===== src/hdl/lpd_consts.vh =====
// constants for the page-1 write-back destination address register
`ifndef LPD_CONSTS_VH
`define LPD_CONSTS_VH
// register byte offsets
`define LPD_OFS_DEST_BASE 12'h000
`define LPD_OFS_CTRL 12'h004
`define LPD_OFS_STATUS 12'h008
// destination base register fields
`define LPD_BASE_HI 28
`define LPD_BASE_LO 10
`define LPD_SEL_HI 5
`define LPD_SEL_LO 0
`define LPD_WMASK 32'h1FFFFC3F
// control register fields
`define LPD_CTRL_XLAT 0
`define LPD_CTRL_PROT 1
`define LPD_CTRL_MASK 32'h00000003
// status register fields
`define LPD_ST_BUSY 0
`define LPD_ST_SELBAD 1
`define LPD_ST_REGUSE 2
// widths
`define LPD_PA_W 29
`define LPD_SEL_W 6
`endif


===== src/hdl/lpd_addr_gen.v =====
// destination physical address generator for page-1 write-back
`timescale 1ns/1ns
module lpd_addr_gen (
    // configuration
    input wire [18:0] baseField,
    input wire [5:0] bitSelect,
    input wire regInEffect,
    input wire [28:0] tlbAddr,
    // operand
    input wire [31:0] operandAddr,
    // result
    output reg [28:0] destAddr,
    output wire selectLegal
);
`include "lpd_consts.vh"

    // legal select patterns: ones contiguous from the top
    function legal_sel;
        input [5:0] s;
        begin
            legal_sel = (s == 6'h3F) || (s == 6'h3E) || (s == 6'h3C) ||
                (s == 6'h38) || (s == 6'h30) || (s == 6'h20) ||
                (s == 6'h00);
        end
    endfunction

    assign selectLegal = legal_sel(bitSelect);

    // address assembly
    always @* begin
        if (regInEffect) begin
            destAddr[28:16] = baseField[18:6];
            // per-bit choice, 1 takes stored base
            destAddr[15:10] = (bitSelect & baseField[5:0]) |
                (~bitSelect & operandAddr[15:10]); // see R4 see R5
        end else begin
            destAddr[28:10] = tlbAddr[28:10];
        end
        destAddr[9:5] = operandAddr[9:5];
        destAddr[4:0] = 5'h00;
    end
endmodule // lpd_addr_gen


===== src/hdl/lpd_dest_reg.v =====
// page-1 write-back destination register with APB slave
// Function
// register gives destination only with translation off or protection off
// bits 31..29 and 9..6 read zero, writes ignored
// bits 28..10 hold destination base, read-write, undefined at reset
// bits 5..0 select per address bit 15..10
// each select bit picks operand or stored base bit
// select patterns set granularity from 1 to 64 Kbytes
// software writes only the seven legal select patterns
// address bits 9..5 from operand, bits 4..0 zero
// write-back to local memory starts block transfer at that address
// bits 28..16 always from stored base while register applies
//
// Added by the designer: the APB register port and the address map.
`timescale 1ns/1ns
module lpd_dest_reg (
    // clock and reset
    input wire clk,
    input wire reset_n,
    // apb slave
    input wire psel,
    input wire penable,
    input wire pwrite,
    input wire [11:0] paddr,
    input wire [31:0] pwdata,
    output wire pready,
    output reg [31:0] prdata,
    output wire pslverr,
    // write-back instruction request
    input wire wbReq,
    input wire [31:0] wbOperandAddr,
    input wire [28:0] wbTlbAddr,
    output wire wbReqReady,
    // transfer engine side
    output reg xferStart,
    output reg [28:0] xferDestAddr,
    input wire xferDone
);
`include "lpd_consts.vh"

    // register state
    reg [31:0] destBase_ff;
    reg [1:0] ctrl_ff;
    reg busy_ff;

    // next values of the registers
    reg [31:0] nxt_destBase;
    reg [1:0] nxt_ctrl;
    reg [31:0] nxt_prdata;
    reg nxt_busy;
    reg nxt_xferStart;
    reg [28:0] nxt_xferDestAddr;

    // decode nets
    wire wrEn;
    wire rdSetup;
    wire hitBase;
    wire hitCtrl;
    wire hitStat;
    wire hitAny;

    // datapath nets
    wire regInEffect;
    wire [28:0] genAddr;
    wire selLegal;
    wire startNow;
    wire [31:0] baseWord;
    wire [31:0] ctrlWord;
    wire [31:0] statusWord;

    // true when the bus address matches one register offset
    function offset_hit;
        input [11:0] addr;
        input [11:0] offset;
        begin
            offset_hit = (addr == offset);
        end
    endfunction

    // zero wait states: every access phase completes at once
    assign pready = 1'b1;

    // write lands in the access phase, read data fetched in setup
    assign wrEn = psel & penable & pwrite;
    assign rdSetup = psel & ~penable & ~pwrite;

    // offset decode shared by write, read and error paths
    assign hitBase = offset_hit(paddr, `LPD_OFS_DEST_BASE);
    assign hitCtrl = offset_hit(paddr, `LPD_OFS_CTRL);
    assign hitStat = offset_hit(paddr, `LPD_OFS_STATUS);
    assign hitAny = hitBase | hitCtrl | hitStat;

    // unmapped offsets answer with an error, writes dropped
    assign pslverr = psel & penable & ~hitAny;

    // register applies when translation or protection is off
    assign regInEffect = ~ctrl_ff[`LPD_CTRL_XLAT] |
        ~ctrl_ff[`LPD_CTRL_PROT];

    // readable words, reserved bits forced to zero
    assign baseWord = destBase_ff & `LPD_WMASK;
    assign ctrlWord = {30'h00000000, ctrl_ff};
    assign statusWord = {29'h00000000, regInEffect, ~selLegal, busy_ff};

    // writable bits only; reserved bits kept zero
    always @* begin
        nxt_destBase = destBase_ff;
        if (wrEn && hitBase) begin
            nxt_destBase = pwdata & `LPD_WMASK; // see R2 see R3
        end
    end

    // base register: contents undefined, data path not reset
    always @(posedge clk) begin
        destBase_ff <= nxt_destBase;
    end

    // control word: translation and protection enables
    always @* begin
        nxt_ctrl = ctrl_ff;
        if (wrEn && hitCtrl) begin
            nxt_ctrl = pwdata[1:0];
        end
    end

    // control register, cleared so the register applies after reset
    always @(posedge clk or negedge reset_n) begin
        if (!reset_n) begin
            ctrl_ff <= 2'h0;
        end else begin
            ctrl_ff <= nxt_ctrl;
        end
    end

    // read mux, loaded in setup so data stands in the access phase
    always @* begin
        nxt_prdata = prdata;
        if (rdSetup) begin
            if (hitBase) begin
                nxt_prdata = baseWord;
            end else if (hitCtrl) begin
                nxt_prdata = ctrlWord;
            end else if (hitStat) begin
                nxt_prdata = statusWord;
            end else begin
                nxt_prdata = 32'h00000000;
            end
        end
    end

    // read data register, holds between reads
    always @(posedge clk or negedge reset_n) begin
        if (!reset_n) begin
            prdata <= 32'h00000000;
        end else begin
            prdata <= nxt_prdata;
        end
    end

    // address generator: stored base, select field, operand
    lpd_addr_gen u_gen (
        .baseField(destBase_ff[`LPD_BASE_HI:`LPD_BASE_LO]),
        .bitSelect(destBase_ff[`LPD_SEL_HI:`LPD_SEL_LO]),
        .regInEffect(regInEffect),
        .tlbAddr(wbTlbAddr),
        .operandAddr(wbOperandAddr),
        .destAddr(genAddr),
        .selectLegal(selLegal)
    );

    // one transfer in flight; further requests refused while busy
    assign wbReqReady = ~busy_ff;
    assign startNow = wbReq & ~busy_ff;

    // next transfer state; a new start wins over a late done
    always @* begin
        nxt_xferStart = startNow;
        nxt_xferDestAddr = xferDestAddr;
        nxt_busy = busy_ff;
        if (startNow) begin
            nxt_xferDestAddr = genAddr;
            nxt_busy = 1'b1;
        end else if (xferDone) begin
            nxt_busy = 1'b0;
        end
    end

    // launch one block transfer per accepted write-back
    always @(posedge clk or negedge reset_n) begin
        if (!reset_n) begin
            busy_ff <= 1'b0;
            xferStart <= 1'b0;
            xferDestAddr <= 29'h00000000;
        end else begin
            busy_ff <= nxt_busy;
            xferStart <= nxt_xferStart;
            xferDestAddr <= nxt_xferDestAddr;
        end
    end

    // the address handed over stands until the next start, so the
    // engine may sample it any time while the transfer runs; an
    // illegal select pattern is not blocked here, it is only
    // flagged in the status word for software to notice
    // the translated address path is chosen inside the generator,
    // so the engine never needs to know which source applied
    // the base register has no reset: software must write it
    // before the first write-back that relies on it
endmodule // lpd_dest_reg


===== config.mk =====
export PLATFORM = sky130hd
export DESIGN_NAME = lpd_dest_reg
export DESIGN_NICKNAME = d
export VERILOG_FILES = /design/src/hdl/lpd_addr_gen.v /design/src/hdl/lpd_dest_reg.v
export VERILOG_INCLUDE_DIRS = /design/src /design/src/hdl
export SDC_FILE = /design/constraint.sdc
export NUM_CORES = 1
export LEC_CHECK = 0
export ABC_AREA = 1
export BUFFER_PORTS_ARGS = -buffer_cell sky130_fd_sc_hd__buf_2
export CAP_MARGIN = 15
export CORE_UTILIZATION = 44
export DETAILED_ROUTE_END_ITERATION = 10
export GPL_TIMING_DRIVEN = 0
export PLACE_DENSITY = 0.81
export SYNTH_ARGS = -nofsm -noshare
export SYNTH_HDL_FRONTEND = slang
export SYNTH_SLANG_ARGS = --single-unit

===== constraint.sdc =====
create_clock -name clk -period 3.22 [get_ports clk]
set_input_delay 0.161 -clock clk [delete_from_list [all_inputs] [get_ports clk]]
set_output_delay 0.161 -clock clk [all_outputs]
set_load 0.02 [all_outputs]

==> impl_metrics.yaml, run 1 <==
logic_synthesis:
  yosysWarnings: 0
  synth_seq_area_share_pct: 60.2
  synth_flop_cell: "dfrtp_1"
  synthesis.area_um2: 3450
  synth_edf_count: 25
  async_flop_share_pct: 67.9
  syn_inst: 351
  syn_avg_cell_area_um2: 9.83
  synth.ff_latch_count: 78
  synth_cell_types: 28
sta:
  worst_slew_pin_slew_ns: 0.975
  setup_viol: 0
  hold_violations: 0
  tns_ns: 0
  fin_crit_sh_pct: 60.8
  period_needed_ns: 1.96
  fmax_mhz: 511
  rsz0062_at_grt: "false"
  slew_headroom_pct: 34.5
  drv_slew: 0
  skew_ns: 0.0146
global_route:
  use_met3_pct: 3.37
  use_met1_pct: 28.0
  met2_usage_pct: 40.6
  grt_pass1_wl_mm: 14.5
  grt_max_degree: 54
  grt_antenna_before_repair: 0
  gr-usage-all-layers_pct: 22.9
  grt-ovfl-total: 0
  grt_pass1_vias: 3033
  busiest_layer: "met2"
worst_setup_path:
  r2r_slack_ns: 1.74
  r2r.worst_path.cells: 5
  worst-path-max-fanout: 13
  cp-start-kind: "input port"
  r2r-end: "xferDestAddr[14]"
  setup.worst_path.end_class: "flip-flop"
  arrival_ns: 2.00
  cp.required_ns: 3.26
  path_class: "in2reg"
  r2r-start: "ctrl_ff[1]"
placed_design:
  dpl.hpwl_mm: 6.69
  place_congestion: 0.836
  placedCellCount: 587
  port_buffers: 125
status:
  status: "complete, no violations"
cts:
  clock_path_buffers: 2
  cts-root-buf: "clkbuf_8"
  cts-resized-gates: 0
  cts_tree: "built"
  postCtsSetupBuffers: 0
  clk_latency_ns: 0.34
  cts_sinks: 78
  cts-buffers-inserted: 9
  clk_pin_slew_ns: 0.08
  htreeDepth: 3
min_path:
  min_from: "pwdata[3]"
  whs_path_depth: 1
  hold_end: "destBase_ff[3]"
  hold_path.class: "in2reg"
detailed_routing:
  vias: 3032
  ant_nets: 0
  post-route-drc-count: 0
  wl_per_cell_um: 14.6
  vias_per_cell: 4.82
  routed_wirelength_mm: 9.17
  drt_iter0_markers: 135
  drt-pass1-iter-count: 4
die:
  chipWidth_um: 90.5
  die-area_um2: 8200
  core-area_um2: 7410
  boundaryPins: 177
  core.rowCount: 31
  initial_core_util_pct: 46.6
  fp.dieH_um: 90.5
cells_and_area:
  drive_above_1_share_pct: 35.3
  final_common_cell: "buf_2"
  antennaDiodeCount: 0
  fillCellCount: 634
  final_cell_mix: "131 x buf_2, 119 x nand2_1, 53 x dfrtp_1"
  area_growth_pct: 36.7
  final_nets: 637
  final_cells: 629
power_and_ir_drop:
  p_total_mw: 2.15
  ir_drop_v: 0.000305
  p_leak_nw: 2.52
  power.density_nw_per_um2: 457
run:
  cap_viol_max_count: 0
area by class of cell:
cell class                 count  area (µm²)  share of cell area [%]
buffer                        28         176                    3.74
clock buffer                  10         138                    2.92
clock inverter                 6        42.5                   0.902
inverter                      35         131                    2.79
multi-input combinational    221        1110                    23.6
sequential                    78        2080                    44.1
tap                           99         124                    2.63
timing repair buffer         152         911                    19.3
state kept, by name, indices dropped and copies added (netlist names):
name	cells
busy_ff	1
ctrl_ff	2
destBase_ff	25
prdata	25
xferDestAddr	24
xferStart	1
critical path: stages:
cell	delay, ns
buf_2	0.09
nor2_1	0.18
nand2_2	0.14
nor2_8	0.18
nand2_4	0.09
buf_6	0.16
nor4_4	0.73
buf_8	0.25
repair_timing:
action | in CTS | in global routing
endpoints found under the setup margin | 0 | 0
hold buffers | 22 | 3
hold endpoints to repair | 22 | 21
cell usage after synthesis, types with 2 or more instances:
cell / instances / area [µm²]
nand2_1: 119 / 447
dfrtp_1: 53 / 1330
inv_1: 29 / 109
edfxtp_1: 25 / 751
o21ai_1: 22 / 110
a21oi_1: 13 / 65.1
buf_4: 13 / 97.6
o31ai_2: 13 / 163
nand3_1: 12 / 60.1
o211ai_1: 8 / 60.1
buf_2: 6 / 30.0
clkbuf_1: 6 / 22.5
inv_2: 6 / 22.5
nor2_1: 5 / 18.8
nand4_1: 3 / 18.8
o31ai_1: 3 / 22.5
buf_6: 2 / 22.5
conb_1: 2 / 7.51
o21ai_0: 2 / 10.0
routing by layer:
layer  part of all wire (%)  vias up  wire, µm
met5                      0        -         0
met4                    1.3        0       119
met3                    4.7        8       428
met2                     52      107      4750
met1                     42     1450      3880
li1                       -     1467         -
how the worst max path moves through the flow:
stage	startpoint	to	slack, ns
after global placement	paddr[7]	destBase_ff[19]	-0.21
after global routing	paddr[1]	destBase_ff[19]	1.20
after floorplan	paddr[11]	destBase_ff[0]	0.64
final	paddr[11]	destBase_ff[16]	1.26
after CTS	paddr[7]	destBase_ff[18]	1.34
after detailed placement	paddr[7]	destBase_ff[18]	0.96
power by group:
| part | switching [mW] | leakage, nW | internal [mW] | total [mW] |
|---|---|---|---|---|
| sequential | 0.0323 | 0.924 | 1.08 | 1.11 |
| clock | 0.365 | 0.0927 | 0.306 | 0.671 |
| combinational | 0.227 | 1.51 | 0.143 | 0.370 |
| total | 0.624 | 2.52 | 1.53 | 2.15 |
cells by family after synthesis:
kind of cell,count (synthesis),synth area share [%]
AO/OA/AOI/OAI,62,12.8
buffers and inverters,63,8.92
flip-flops,78,60.2
other,2,0.218
AND/OR/NAND/NOR,146,17.9
metrics by stage:
stage	utilization [%]	hold WS [ns]	setup WS (ns)	instance area, µm²
2_1_floorplan	-	-0.135	0.640	3490
3_3_place_gp	57.2	0.337	-0.213	4240
3_5_place_dp	57.6	0.339	0.962	4260
4_1_cts	63.0	0.00228	1.34	4660
5_1_grt	63.6	0.00338	1.20	4710
6_report	63.6	0.0201	1.26	4710
No activity file was read; power rests on OpenSTA's default activity.
==> inputs of run 2 (changes only) <==
==> constraint.sdc (replaced) <==
create_clock -name clk -period 1.95 [get_ports clk]
set_input_delay 0.0975 -clock clk [delete_from_list [all_inputs] [get_ports clk]]
set_output_delay 0.0975 -clock clk [all_outputs]
set_load 0.02 [all_outputs]
==> run 2 against run 1 <==
Compared with the run above: total power increased by 71%; clock power grew 77%; cell count up 3.3%; critical path type unchanged; wire length up 1.5%; setup slack lost 1.0 ns; worst hold slack got worse by 0.0095 ns; critical endpoint is now destBase_ff[0]; global-route usage is 1.2 points higher; sequential cell count is the same; clock skew decreased by 0.0084 ns.
==> impl_metrics.yaml, run 2 (synthesized netlist as in run 1, its figures left out) <==
detailed_routing:
  drt_iter0_markers: 185
  vias_per_cell: 4.76
  vias: 3092
  routed_wirelength_mm: 9.31
  post-route-drc-count: 0
  wl_per_cell_um: 14.3
  drt-pass1-iter-count: 4
  ant_nets: 0
die:
  chipWidth_um: 90.5
  die-area_um2: 8200
  fp.dieH_um: 90.5
  core-area_um2: 7410
  core.rowCount: 31
  boundaryPins: 177
  initial_core_util_pct: 46.6
sta:
  setup_viol: 0
  fmax_mhz: 581
  hold_violations: 0
  worst_slew_pin_slew_ns: 0.805
  period_needed_ns: 1.72
  hold_slack_ns: 0.0106
  drv_slew: 0
  slew_headroom_pct: 45.9
  setup_ws_ns: 0.229
  skew_ns: 0.00616
  fin_crit_sh_pct: 88.2
  rsz0062_at_grt: "false"
status:
  status: "complete, no violations"
cells_and_area:
  drive_above_1_share_pct: 34.1
  largestRegisters: "destBase_ff: 25 flops, prdata: 25 flops, xferDestAddr: 24 flops"
  final_cell_mix: "131 x buf_2, 119 x nand2_1, 53 x dfrtp_1"
  antennaDiodeCount: 0
  final_common_cell: "buf_2"
  area_growth_pct: 43.5
  finalInstanceArea_um2: 4950
  final_nets: 659
min_path:
  hold_path.class: "in2reg"
global_route:
  grt_pass1_vias: 3140
  grt_pass1_wl_mm: 15.0
  grt_antenna_before_repair: 0
  grt_max_degree: 54
  grt-ovfl-total: 0
  gr-usage-all-layers_pct: 24.1
power_and_ir_drop:
  seqPwrFrac_pct: 50.0
  p_sw_share_pct: 27.9
  ir_drop_v: 0.000451
  power.density_nw_per_um2: 745
  p_comb_share_pct: 17.6
  p_switching_mw: 1.03
  p_leak_nw: 2.62
  p_int_mw: 2.66
  pwr-share-clk_pct: 32.4
cts:
  htreeDepth: 3
  cts-buffers-inserted: 9
  clk_pin_slew_ns: 0.07
  cts_sinks: 78
  cts-root-buf: "clkbuf_8"
  cts_tree: "built"
  postCtsSetupBuffers: 0
  cts-resized-gates: 0
  clock_path_buffers: 2
  clk_latency_ns: 0.35
worst_setup_path:
  setup.worst_path.end_class: "flip-flop"
  arrival_ns: 1.77
  cp-start-kind: "input port"
  worst-path-max-fanout: 15
  path_class: "in2reg"
  cp.required_ns: 2.00
placed_design:
  place_congestion: 0.874
  dpl.hpwl_mm: 6.48
  dp_slack_ns: -0.140
  port_buffers: 125
  placed_cell_area_um2: 4260
run:
  cap_viol_max_count: 0
run 2: repair_timing:
action,in CTS,in global routing
endpoints found under the hold margin,47,14
hold buffers,46,1
setup endpoints to repair,0,0
run 2: power groups by stage:
stage	clock (mW)	combinational (mW)	sequential, mW
after global routing	1.28	0.708	1.85
after floorplan	0	0.199	1.99
after detailed placement	0	0.569	1.87
final	1.19	0.651	1.84
after CTS	1.21	0.639	1.84
after global placement	0	0.554	1.87
run 2: path summary, 6_finish.rpt:
path / startpoint / to / slack [ns] / cells after the start
worst max-delay path: paddr[5] / destBase_ff[0] / 0.23 / 8
worst min-delay path: wbTlbAddr[13] / xferDestAddr[13] / 0.01 / 3
worst max register to register: ctrl_ff[1] / xferDestAddr[26] / 0.43 / 5
worst min register to register: xferDestAddr[6] / xferDestAddr[6] / 0.48 / 2
max in group asynchronous: reset_n / xferDestAddr[10] / 1.23 / 3
min in group asynchronous: reset_n / prdata[24] / 0.19 / 2
run 2: per-layer routing:
layer,track usage [%],part of all wire [%]
met1,28.1,42
met2,42.6,51
met3,4.63,4.9
met4,11.0,3.0
met5,0,0
run 2: per-stage QoR:
stage,std cells,utilization (%),power (mW),TNS (ns)
after global routing,650,66.8,3.84,0
after CTS,648,66.4,3.69,0
after floorplan,362,-,2.19,0
final,650,66.8,3.69,0
after detailed placement,587,57.5,2.44,-2.09
after global placement,586,57.4,2.42,-13.69
run 2: final cells by class:
cell class	count	area, µm²
clock inverter	4	26.3
clock buffer	11	174
timing repair buffer	174	1130
inverter	35	131
sequential	78	2080
multi-input combinational	221	1110
fill	601	2460
tap	99	124
buffer	28	176
run 2: worst max-delay path: stages:
cell     delay, ns
buf_2         0.09
nor2_1        0.10
nand2_1       0.15
nor2_8        0.18
nand2_4       0.09
buf_6         0.16
nor4_4        0.61
buf_6         0.29
